## config.mk

```make
export PLATFORM = sky130hd
export DESIGN_NAME = ccte_top
export DESIGN_NICKNAME = d
export VERILOG_FILES = /design/src/inc/ccte_pkg.sv /design/src/core/ccte_counter.sv /design/src/core/ccte_cmp.sv /design/src/core/ccte_top.sv
export SDC_FILE = /design/constraint.sdc
export NUM_CORES = 2
export LEC_CHECK = 0
export ABC_CLOCK_PERIOD_IN_PS = 4900
export BUFFER_PORTS_ARGS = -buffer_cell sky130_fd_sc_hd__buf_2
export CAP_MARGIN = 20
export CORE_MARGIN = 3
export CORE_UTILIZATION = 45
export CTS_CLUSTER_DIAMETER = 30
export DETAILED_ROUTE_END_ITERATION = 8
export SLEW_MARGIN = 20
export SYNTH_ARGS = -nofsm -noshare
export SYNTH_HDL_FRONTEND = slang
export SYNTH_HIERARCHICAL = 1
export SYNTH_SLANG_ARGS = --single-unit
```

## constraint.sdc

```tcl
create_clock -name pclk -period 4.9 [get_ports pclk]
set_input_delay 0.245 -clock pclk [delete_from_list [all_inputs] [get_ports pclk]]
set_output_delay 0.245 -clock pclk [all_outputs]
set_load 0.01 [all_outputs]
```

## src/inc/ccte_pkg.sv

```systemverilog
package ccte_pkg;

  localparam int CLK_HZ = 250_000_000;
  localparam int FREQ_SLOW_HZ = 60_000;
  localparam int FREQ_FAST_HZ = 100_000;
  // Least half period of the pulse input, rounded up to whole cycles.
  localparam logic [11:0] FILT_SLOW_CYC =
    12'((CLK_HZ + 2 * FREQ_SLOW_HZ - 1) / (2 * FREQ_SLOW_HZ));
  localparam logic [11:0] FILT_FAST_CYC =
    12'((CLK_HZ + 2 * FREQ_FAST_HZ - 1) / (2 * FREQ_FAST_HZ));

  localparam logic [11:0] REG_CTRL = 12'h000;
  localparam logic [11:0] REG_LOAD = 12'h004;
  localparam logic [11:0] REG_MODE = 12'h008;
  localparam logic [11:0] REG_NEWVAL = 12'h00C;
  localparam logic [11:0] REG_COUNT = 12'h010;
  localparam logic [11:0] REG_STATUS = 12'h014;
  localparam logic [11:0] REG_INT_STAT = 12'h018;
  localparam logic [11:0] REG_INT_MASK = 12'h01C;
  localparam logic [11:0] REG_TABLE_BASE = 12'h100;
  localparam int TABLE_WORDS = 40;

  localparam int CTRL_RING_BIT = 0;
  localparam int CTRL_CONT_BIT = 1;
  localparam int CTRL_FAST_BIT = 2;
  localparam int CTRL_SWRST_BIT = 3;
  localparam int STAT_CMP_BIT = 8;
  localparam int STAT_RNG_BIT = 9;
  localparam int STAT_SUSP_BIT = 10;
  localparam int STAT_ENTRY_LSB = 16;

  localparam int MAX_ENTRIES = 8;
  localparam int TGT_COUNT_IDX = 0;
  localparam int TGT_BASE = 1;
  localparam int TGT_STRIDE = 3;
  localparam int RNG_STRIDE = 5;
  localparam int CTL_DIR_BIT = 15;
  localparam logic [15:0] CTL_DISABLED = 16'hFFFF;
  localparam logic [15:0] CTL_NO_TASK = 16'hAAAA;

  localparam logic [31:0] RING_MAX_RST = 32'hFFFF_FFFF;
  localparam logic [7:0] MASK_RST = 8'h00;

  typedef enum logic [2:0] {
    LOAD_TGT_START = 3'h0,
    LOAD_RNG_START = 3'h1,
    LOAD_TGT = 3'h2,
    LOAD_RNG = 3'h3
  } ccte_load_t;

  typedef enum logic [2:0] {
    MODE_START = 3'h0,
    MODE_STOP = 3'h1,
    MODE_SET_COUNT = 3'h2,
    MODE_SET_MAX = 3'h6
  } ccte_mode_t;

  typedef enum logic {
    DISP_IDLE = 1'b0,
    DISP_SERVE = 1'b1
  } ccte_disp_t;

  typedef struct packed {
    logic [31:0] count;
    logic stepped;
    logic down;
    logic was_reset;
  } ccte_cnt_t;

  typedef logic [TABLE_WORDS-1:0][15:0] ccte_table_t;

endpackage

```

## src/core/ccte_counter.sv

```systemverilog
`timescale 1ns/1ps
module ccte_counter
  import ccte_pkg::*;
(
  input wire logic pclk,
  input wire logic presetn,
  input wire logic ce,
  input wire logic up_pin,
  input wire logic down_pin,
  input wire logic fast_sel,
  input wire logic ring_mode,
  input wire logic [31:0] ring_max,
  input wire logic load_en,
  input wire logic [31:0] load_val,
  input wire logic sw_reset,
  output ccte_cnt_t cnt
);

  typedef struct packed {
    logic [1:0] s1;
    logic [1:0] s2;
    logic [1:0] lvl;
    logic [1:0][11:0] fcnt;
    ccte_cnt_t c;
  } ccte_ctr_st_t;

  ccte_ctr_st_t st;
  ccte_ctr_st_t next_st;

  always_comb
  begin
    logic [1:0] rise;
    logic [11:0] lim;
    next_st = st;
    rise = 2'h0;
    lim = fast_sel ? FILT_FAST_CYC : FILT_SLOW_CYC;
    next_st.c.stepped = 1'b0;
    next_st.c.was_reset = 1'b0;
    next_st.s1 = {down_pin, up_pin};
    next_st.s2 = st.s1;
    // A level must hold for half the period of the rate picked by fast_sel (60 kHz or 100 kHz); faster noise is dropped.
    for (int i = 0; i < 2; i++)
    begin
      if (st.s2[i] == st.lvl[i])
        next_st.fcnt[i] = 12'h000;
      else if (st.fcnt[i] >= lim - 12'h001)
      begin
        next_st.fcnt[i] = 12'h000;
        next_st.lvl[i] = st.s2[i];
        rise[i] = st.s2[i];
      end
      else
        next_st.fcnt[i] = st.fcnt[i] + 12'h001;
    end
    if (sw_reset)
    begin
      next_st.c.count = 32'h0000_0000;
      next_st.c.was_reset = 1'b1;
    end
    else if (load_en)
      next_st.c.count = load_val;
    else if (rise == 2'b01)
    begin
      next_st.c.stepped = 1'b1;
      next_st.c.down = 1'b0;
      if (ring_mode && st.c.count >= ring_max)
        next_st.c.count = 32'h0000_0000;
      else if (ring_mode || st.c.count != 32'hFFFF_FFFF)
        next_st.c.count = st.c.count + 32'h0000_0001;
      else
        next_st.c.stepped = 1'b0;
    end
    else if (rise == 2'b10)
    begin
      next_st.c.stepped = 1'b1;
      next_st.c.down = 1'b1;
      if (st.c.count == 32'h0000_0000)
      begin
        next_st.c.count = ring_max;
        next_st.c.stepped = ring_mode;
        if (!ring_mode)
          next_st.c.count = 32'h0000_0000;
      end
      else
        next_st.c.count = st.c.count - 32'h0000_0001;
    end
  end

  always_ff @(posedge pclk or negedge presetn)
  begin
    if (!presetn)
      st <= '0;
    else if (ce)
      st <= next_st;
  end

  assign cnt = st.c;

endmodule

```

## src/core/ccte_cmp.sv

```systemverilog
`timescale 1ns/1ps
module ccte_cmp
  import ccte_pkg::*;
(
  input ccte_table_t tbl,
  input wire logic range_mode,
  input ccte_cnt_t cnt,
  input wire logic [7:0] prev_in,
  output logic [7:0] hit,
  output logic [7:0] in_range,
  output logic [7:0][7:0] task_nums
);

  function automatic logic [31:0] word32(input logic [15:0] lo, input logic [15:0] hi);
    word32 = {hi, lo};
  endfunction

  genvar i;
  generate
    for (i = 0; i < MAX_ENTRIES; i++)
    begin : g_entry
      localparam int T = TGT_BASE + TGT_STRIDE * i;
      localparam int R = RNG_STRIDE * i;
      logic [15:0] tctl;
      logic [15:0] rctl;
      logic tgt_used;
      logic tgt_hit;
      logic [31:0] lo;
      logic [31:0] hi;
      assign tctl = tbl[T + 2];
      assign rctl = tbl[R + 4];
      assign tgt_used = tbl[TGT_COUNT_IDX] > 16'(i);
      // Target hits only on the step that lands on it, in the tagged direction.
      assign tgt_hit = tgt_used && cnt.stepped && (cnt.count == word32(tbl[T], tbl[T + 1]))
        && (cnt.down == tctl[CTL_DIR_BIT]);
      assign lo = word32(tbl[R], tbl[R + 1]);
      assign hi = word32(tbl[R + 2], tbl[R + 3]);
      assign in_range[i] = range_mode && (rctl != CTL_DISABLED)
        && (cnt.count >= lo) && (cnt.count <= hi);
      // Entering or leaving is picked by the direction bit.
      assign hit[i] = range_mode
        ? ((rctl != CTL_NO_TASK) && (rctl[CTL_DIR_BIT]
          ? (prev_in[i] && !in_range[i]) : (in_range[i] && !prev_in[i])))
        : tgt_hit;
      assign task_nums[i] = range_mode ? rctl[7:0] : tctl[7:0];
    end
  endgenerate

endmodule

```

## src/core/ccte_top.sv

```systemverilog
// Local design decisions: the APB slave port and the placing of the registers.
`timescale 1ns/1ps
module ccte_top
  import ccte_pkg::*;
(
  input wire logic pclk,
  input wire logic presetn,
  input wire logic ce,
  input wire logic psel,
  input wire logic penable,
  input wire logic pwrite,
  input wire logic [11:0] paddr,
  input wire logic [31:0] pwdata,
  output logic [31:0] prdata,
  output logic pready,
  output logic pslverr,
  input wire logic up_pulse,
  input wire logic down_pulse,
  output logic irq,
  output logic cyclic_suspend,
  output logic [7:0] task_num
);

  typedef struct packed {
    logic pready;
    logic pslverr;
    logic [31:0] prdata;
    logic ring_mode;
    logic cont_after_reset;
    logic fast_sel;
    logic sw_reset;
    logic count_load;
    logic [31:0] newval;
    logic [31:0] ring_max;
    ccte_table_t tbl;
    logic range_mode;
    logic comparing;
    logic [7:0] prev_in;
    logic [7:0] pend;
    logic [7:0] mask;
    logic irq;
    ccte_disp_t disp;
    logic [2:0] cur_entry;
    logic [7:0] task_num;
  } ccte_top_st_t;

  ccte_top_st_t st;
  ccte_top_st_t next_st;
  ccte_cnt_t cnt;
  logic [7:0] hit;
  logic [7:0] in_range;
  logic [7:0][7:0] task_nums;

  function automatic logic is_table(input logic [11:0] a);
    is_table = (a >= REG_TABLE_BASE) && (a < REG_TABLE_BASE + 12'(4 * TABLE_WORDS));
  endfunction

  function automatic logic is_mapped(input logic [11:0] a);
    is_mapped = is_table(a) || (a[1:0] == 2'b00 && a <= REG_INT_MASK);
  endfunction

  function automatic logic [2:0] first_set(input logic [7:0] v);
    first_set = 3'h0;
    for (int k = MAX_ENTRIES - 1; k >= 0; k--)
    begin
      if (v[k])
        first_set = 3'(k);
    end
  endfunction

  ccte_counter u_counter (
    .pclk(pclk),
    .presetn(presetn),
    .ce(ce),
    .up_pin(up_pulse),
    .down_pin(down_pulse),
    .fast_sel(st.fast_sel),
    .ring_mode(st.ring_mode),
    .ring_max(st.ring_max),
    .load_en(st.count_load),
    .load_val(st.newval),
    .sw_reset(st.sw_reset),
    .cnt(cnt)
  );

  ccte_cmp u_cmp (
    .tbl(st.tbl),
    .range_mode(st.range_mode),
    .cnt(cnt),
    .prev_in(st.prev_in),
    .hit(hit),
    .in_range(in_range),
    .task_nums(task_nums)
  );

  always_comb
  begin
    logic setup;
    logic wr;
    logic [7:0] ack;
    logic [7:0] live;
    logic [5:0] idx;
    logic active;
    next_st = st;
    setup = psel && !penable;
    wr = psel && penable && st.pready && pwrite && is_mapped(paddr);
    ack = 8'h00;
    idx = 6'((paddr - REG_TABLE_BASE) >> 2);
    next_st.sw_reset = 1'b0;
    next_st.count_load = 1'b0;

    // Zero-wait slave: ready rises in the access cycle straight after setup.
    next_st.pready = setup;
    next_st.pslverr = setup && !is_mapped(paddr);
    next_st.prdata = 32'h0000_0000;
    if (setup && !pwrite)
    begin
      if (is_table(paddr))
        next_st.prdata = {16'h0000, st.tbl[idx]};
      else
      begin
        case (paddr)
          REG_CTRL:
            next_st.prdata = {28'h0000000, 1'b0, st.fast_sel, st.cont_after_reset, st.ring_mode};
          REG_NEWVAL:
            next_st.prdata = st.newval;
          REG_COUNT:
            next_st.prdata = cnt.count;
          REG_STATUS:
          begin
            next_st.prdata[7:0] = st.prev_in;
            next_st.prdata[STAT_CMP_BIT] = st.comparing;
            next_st.prdata[STAT_RNG_BIT] = st.range_mode;
            next_st.prdata[STAT_SUSP_BIT] = st.disp == DISP_SERVE;
            next_st.prdata[STAT_ENTRY_LSB +: 3] = st.cur_entry;
          end
          REG_INT_STAT:
            next_st.prdata = {24'h000000, st.pend};
          REG_INT_MASK:
            next_st.prdata = {24'h000000, st.mask};
          default:
            next_st.prdata = 32'h0000_0000;
        endcase
      end
    end

    if (wr)
    begin
      if (is_table(paddr))
        next_st.tbl[idx] = pwdata[15:0];
      else
      begin
        case (paddr)
          REG_CTRL:
          begin
            next_st.ring_mode = pwdata[CTRL_RING_BIT];
            next_st.cont_after_reset = pwdata[CTRL_CONT_BIT];
            next_st.fast_sel = pwdata[CTRL_FAST_BIT];
            next_st.sw_reset = pwdata[CTRL_SWRST_BIT];
          end
          REG_LOAD:
          begin
            next_st.prev_in = 8'h00;
            case (ccte_load_t'(pwdata[2:0]))
              LOAD_TGT_START:
              begin
                next_st.range_mode = 1'b0;
                next_st.comparing = 1'b1;
              end
              LOAD_RNG_START:
              begin
                next_st.range_mode = 1'b1;
                next_st.comparing = 1'b1;
              end
              LOAD_TGT:
                next_st.range_mode = 1'b0;
              LOAD_RNG:
                next_st.range_mode = 1'b1;
              default:
                next_st.range_mode = st.range_mode;
            endcase
          end
          REG_MODE:
          begin
            case (ccte_mode_t'(pwdata[2:0]))
              MODE_START:
                next_st.comparing = 1'b1;
              MODE_STOP:
                next_st.comparing = 1'b0;
              MODE_SET_COUNT:
                next_st.count_load = 1'b1;
              MODE_SET_MAX:
                next_st.ring_max = st.newval;
              default:
                next_st.comparing = st.comparing;
            endcase
          end
          REG_NEWVAL:
            next_st.newval = pwdata;
          REG_INT_STAT:
            ack = pwdata[7:0];
          REG_INT_MASK:
            next_st.mask = pwdata[7:0];
          default:
            next_st.mask = st.mask;
        endcase
      end
    end

    // A reset drop out of a range must not count as leaving it, so the
    // reset cycle itself never raises a task.
    active = st.comparing && !cnt.was_reset;
    if (cnt.was_reset && !st.cont_after_reset)
      next_st.comparing = 1'b0;
    next_st.prev_in = (st.comparing && !(wr && paddr == REG_LOAD)) ? in_range : 8'h00;

    // Set wins over the acknowledge in the same cycle.
    next_st.pend = (st.pend & ~ack) | (hit & {8{active}});
    live = next_st.pend & next_st.mask;
    next_st.irq = |live;

    case (st.disp)
      DISP_IDLE:
      begin
        if (|(st.pend & st.mask))
        begin
          // Only the lowest-numbered pending entry is served; others wait their turn.
          next_st.cur_entry = first_set(st.pend & st.mask);
          next_st.task_num = task_nums[first_set(st.pend & st.mask)];
          next_st.disp = DISP_SERVE;
        end
      end
      DISP_SERVE:
      begin
        if (!next_st.pend[st.cur_entry])
          next_st.disp = DISP_IDLE;
      end
      default:
        next_st.disp = DISP_IDLE;
    endcase
  end

  always_ff @(posedge pclk or negedge presetn)
  begin
    if (!presetn)
    begin
      st <= '0;
      st.ring_max <= RING_MAX_RST;
      st.mask <= MASK_RST;
    end
    else if (ce)
      st <= next_st;
  end

  assign prdata = st.prdata;
  assign pready = st.pready;
  assign pslverr = st.pslverr;
  assign irq = st.irq;
  assign cyclic_suspend = st.disp == DISP_SERVE;
  assign task_num = st.task_num;

endmodule

```

==> results.md <==
- Status: finished clean
- Starting DRT DRC Count: 5500
- Post-synth EDFFs: 0
- Synthesized Nets: 6161
- Crit path max-delay family: compound AO/OA/AOI/OAI gates
- GRT overflow: 0
- Cts repair resizes: 0
- Placement Cell Area: 61900 µm²
- Post-synthesis sequential element count: 847
- Fin. max-slew vios: 0
- Cell area after synthesis: 59300 µm²
- Top post-synthesis cells by area: dfrtp_1 (34%), mux2_2 (14%), ha_1 (12%)
- Final worst-path cycle share: 96.7%
- Clock Tree Root: clkbuf_16
- Drt first pass iters: 8
- Port bufs: 95
- RD Place Congestion: 1.06
- Final setup fails: 0
- Syn Inst Count: between 5000 and 6000
- IO Pins: 96
- Critical path capture point type: flip-flop
- WP buf/inv: 0
- Floorplan core area: 130000 µm²
- Async SR Flop Fraction: between 90% and 100%
- Critical Path Start Type: flip-flop
- Cell with the most instances after synthesis: dfrtp_1
- CTS tree: done
- Latest clock arrival within the worst-skew pair: 840 ps
- RSZ-0062 raised after global routing: false
- Total power: between 20000 and 25000 µW
- Detailed-route wire length: 243 mm
- Final hold violation count: 0
- Vias per cell: 6.42
- FP Rows: about 130
- CP max-delay cell: dfrtp_2
- Leak: around 0.032 µW
- Synthesized area per cell: 10.7 µm²
- DIE AREA: 136000 µm²
- GRT Resource Usage Total: 35.3%
- Finished Cell Area: 70200 µm²
- Area share of the largest cell type after synthesis: 34.4%
- Slew @ Worst Pin: 1160 ps
- Synth unique cells: 96
- Commonest cells in the netlist: dfrtp_1 (815), mux2_2 (747), inv_1 (577), ha_1 (562), nand2_1 (276)
- H-tree depth: 4
- Number of global-route vias before repair: 48651
- Crit path depth: 11
- Worst R2R Path Depth: 11
- Worst EP required: 5640 ps
- Share of cells above drive strength 1: 29.9%
- CTS Sinks: 847
- Remaining DRCs: 0
- Remaining antenna violation count after routing: 0
- Worst setup path end: cyclic_suspend$_DFFE_PN0P_
- Worst clock skew: 32.1 ps
- Start point of the critical path: u_counter/cnt[28]$_DFFE_PN0P_
- Minimum clock period: 4740 ps
- WS Path Type: flip-flop to flip-flop
- Starting Density: 45.6%
- Die Y: between 300 and 400 µm
- Clock Tree Buf Depth: 3
- Inserted Clock Buffers: 220
- Crit-path max FO: 18
- Max stage delay on crit path: roughly 1000 ps
- Final HPWL DP: 174 mm
- Seq/Total Area, Yosys: 35.8%
- Wire length per cell: 31.8 µm
- Die width: 369 µm
- Area Growth Syn to Fin: 18.3%
- Pwr Density: between 300 and 400 nW/µm²
- Clk pin slew, worst setup/hold paths: 50 ps
- Critical Path AT: approximately 5500 ps
- FF-to-FF setup slack: 160 ps
- Synth warn: 6
- HP Class: input port to async pin
- Max Cap Viol: 0
- Maximum clock frequency: 211 MHz
- Global-route wire length before repair: 349 mm
- RR Startpoint: u_counter/cnt[28]$_DFFE_PN0P_
- Antenna violations before repair: 12
- Nets: 6325
- CP Cell Sequence: ha_1, nand4_1, nor4_1, nor3b_1, a211oi_1, a211oi_2, mux2i_1, o22ai_1, a22oi_1, mux4_2, o221ai_1
- Peak supply drop: 0.361 mV
- Synth area leader: dfrtp_1
- FF-to-FF End: cyclic_suspend$_DFFE_PN0P_
- Synth Flop Type: dfrtp_1
- Vias: 49072
- Slew HR: 22.4%
- Largest net degree at the start of global routing: 151
cells in the final DEF (no fill, tap or decap), drive strengths merged, types with 52 or more instances in the layout:
cell type,instances
xor2,86
a21o,118
inv,594
nand2,280
a21oi,202
xnor2,132
buf,303
ha,562
nor4,69
mux4,196
nor3,52
nand4,182
clkinv,57
nand3,110
nor2,172
dfrtp,815
clkbuf,271
mux2,747
o21ai,233
metrics by stage:
step                hold slack (ps)  worst slack (ps)  TNS, ps  cells  utilization [%]
CTS                            13.5               263        0   7643             53.9
floorplan                     -50.6              1010        0   5547                -
detailed placement              337               341        0   7201             47.6
global route                   63.9              3.60        0   7643             53.9
finish                         44.2               161        0   7647             53.9
global placement                334              -303     -387   7201             47.6
metal layers:
metal  global-route usage [%]  vias to the layer above  share of wire [%]
met5                        0                        -              0.017
met4                     18.9                        8                6.0
met3                     9.10                      593                 10
met2                     52.9                     2802                 43
met1                     47.0                    25025                 40
li1                         -                    20644                  -
logic make-up (layout without fill, tap and decap cells):
group	after synthesis	after routing	share of synthesized area [%]
buffers and inverters	969	1323	7.16
DFF	847	847	35.8
and+or+nand+nor	1043	1043	9.25
AOI/OAI and AO/OA	920	920	10.3
muxes	988	988	22.4
other	0	4	0
xor gates and xnor gates	218	218	3.22
adders and majority gates	562	562	11.9
what timing repair did:
item                                    4_1_cts  5_1_grt
buffers inserted                              0        0
endpoints found under the setup margin        0        0
hold buffers                                 30        0
hold endpoints to repair                    124        0
how the worst min path moves through the flow:
stage               depth (start not counted)  slack [ps]                           end       from
floorplan                                   0         -50                     async pin    presetn
global placement                            1         330  u_counter/st[54]$_DFFE_PN0P_    presetn
detailed placement                          1         340  u_counter/st[53]$_DFFE_PN0P_    presetn
CTS                                         3          10           st[713]$_DFFE_PN0P_  pwdata[2]
global route                                3          60           st[713]$_DFFE_PN0P_  pwdata[2]
finish                                      2          40  u_counter/st[53]$_DFFE_PN0P_    presetn
worst reg2reg max path, stage by stage (launching register included):
cell,delay (ps)
dfrtp_2,1040
ha_1,320
nand4_1,180
nor4_1,470
nor3b_1,520
a211oi_1,190
a211oi_2,350
mux2i_1,130
o22ai_1,510
a22oi_1,250
mux4_2,500
o221ai_1,180
power breakdown:
part | switching (µW) | internal (µW)
combinational | 1200 | 597
sequential | 170 | 7080
clock | 4730 | 10600
total | 6100 | 18300
cell type report:
type / instances / area, µm²
multi-input cells: 3731 / 33900
clock buffers: 271 / 6040
fillers: 11530 / 59900
well taps: 1742 / 2180
flip-flops and latches: 847 / 21300
repair buffers: 333 / 2710
clock inverters: 141 / 1900
inverters: 578 / 2170
diodes: 4 / 10.0
No activity file was read; power rests on OpenSTA's default activity.
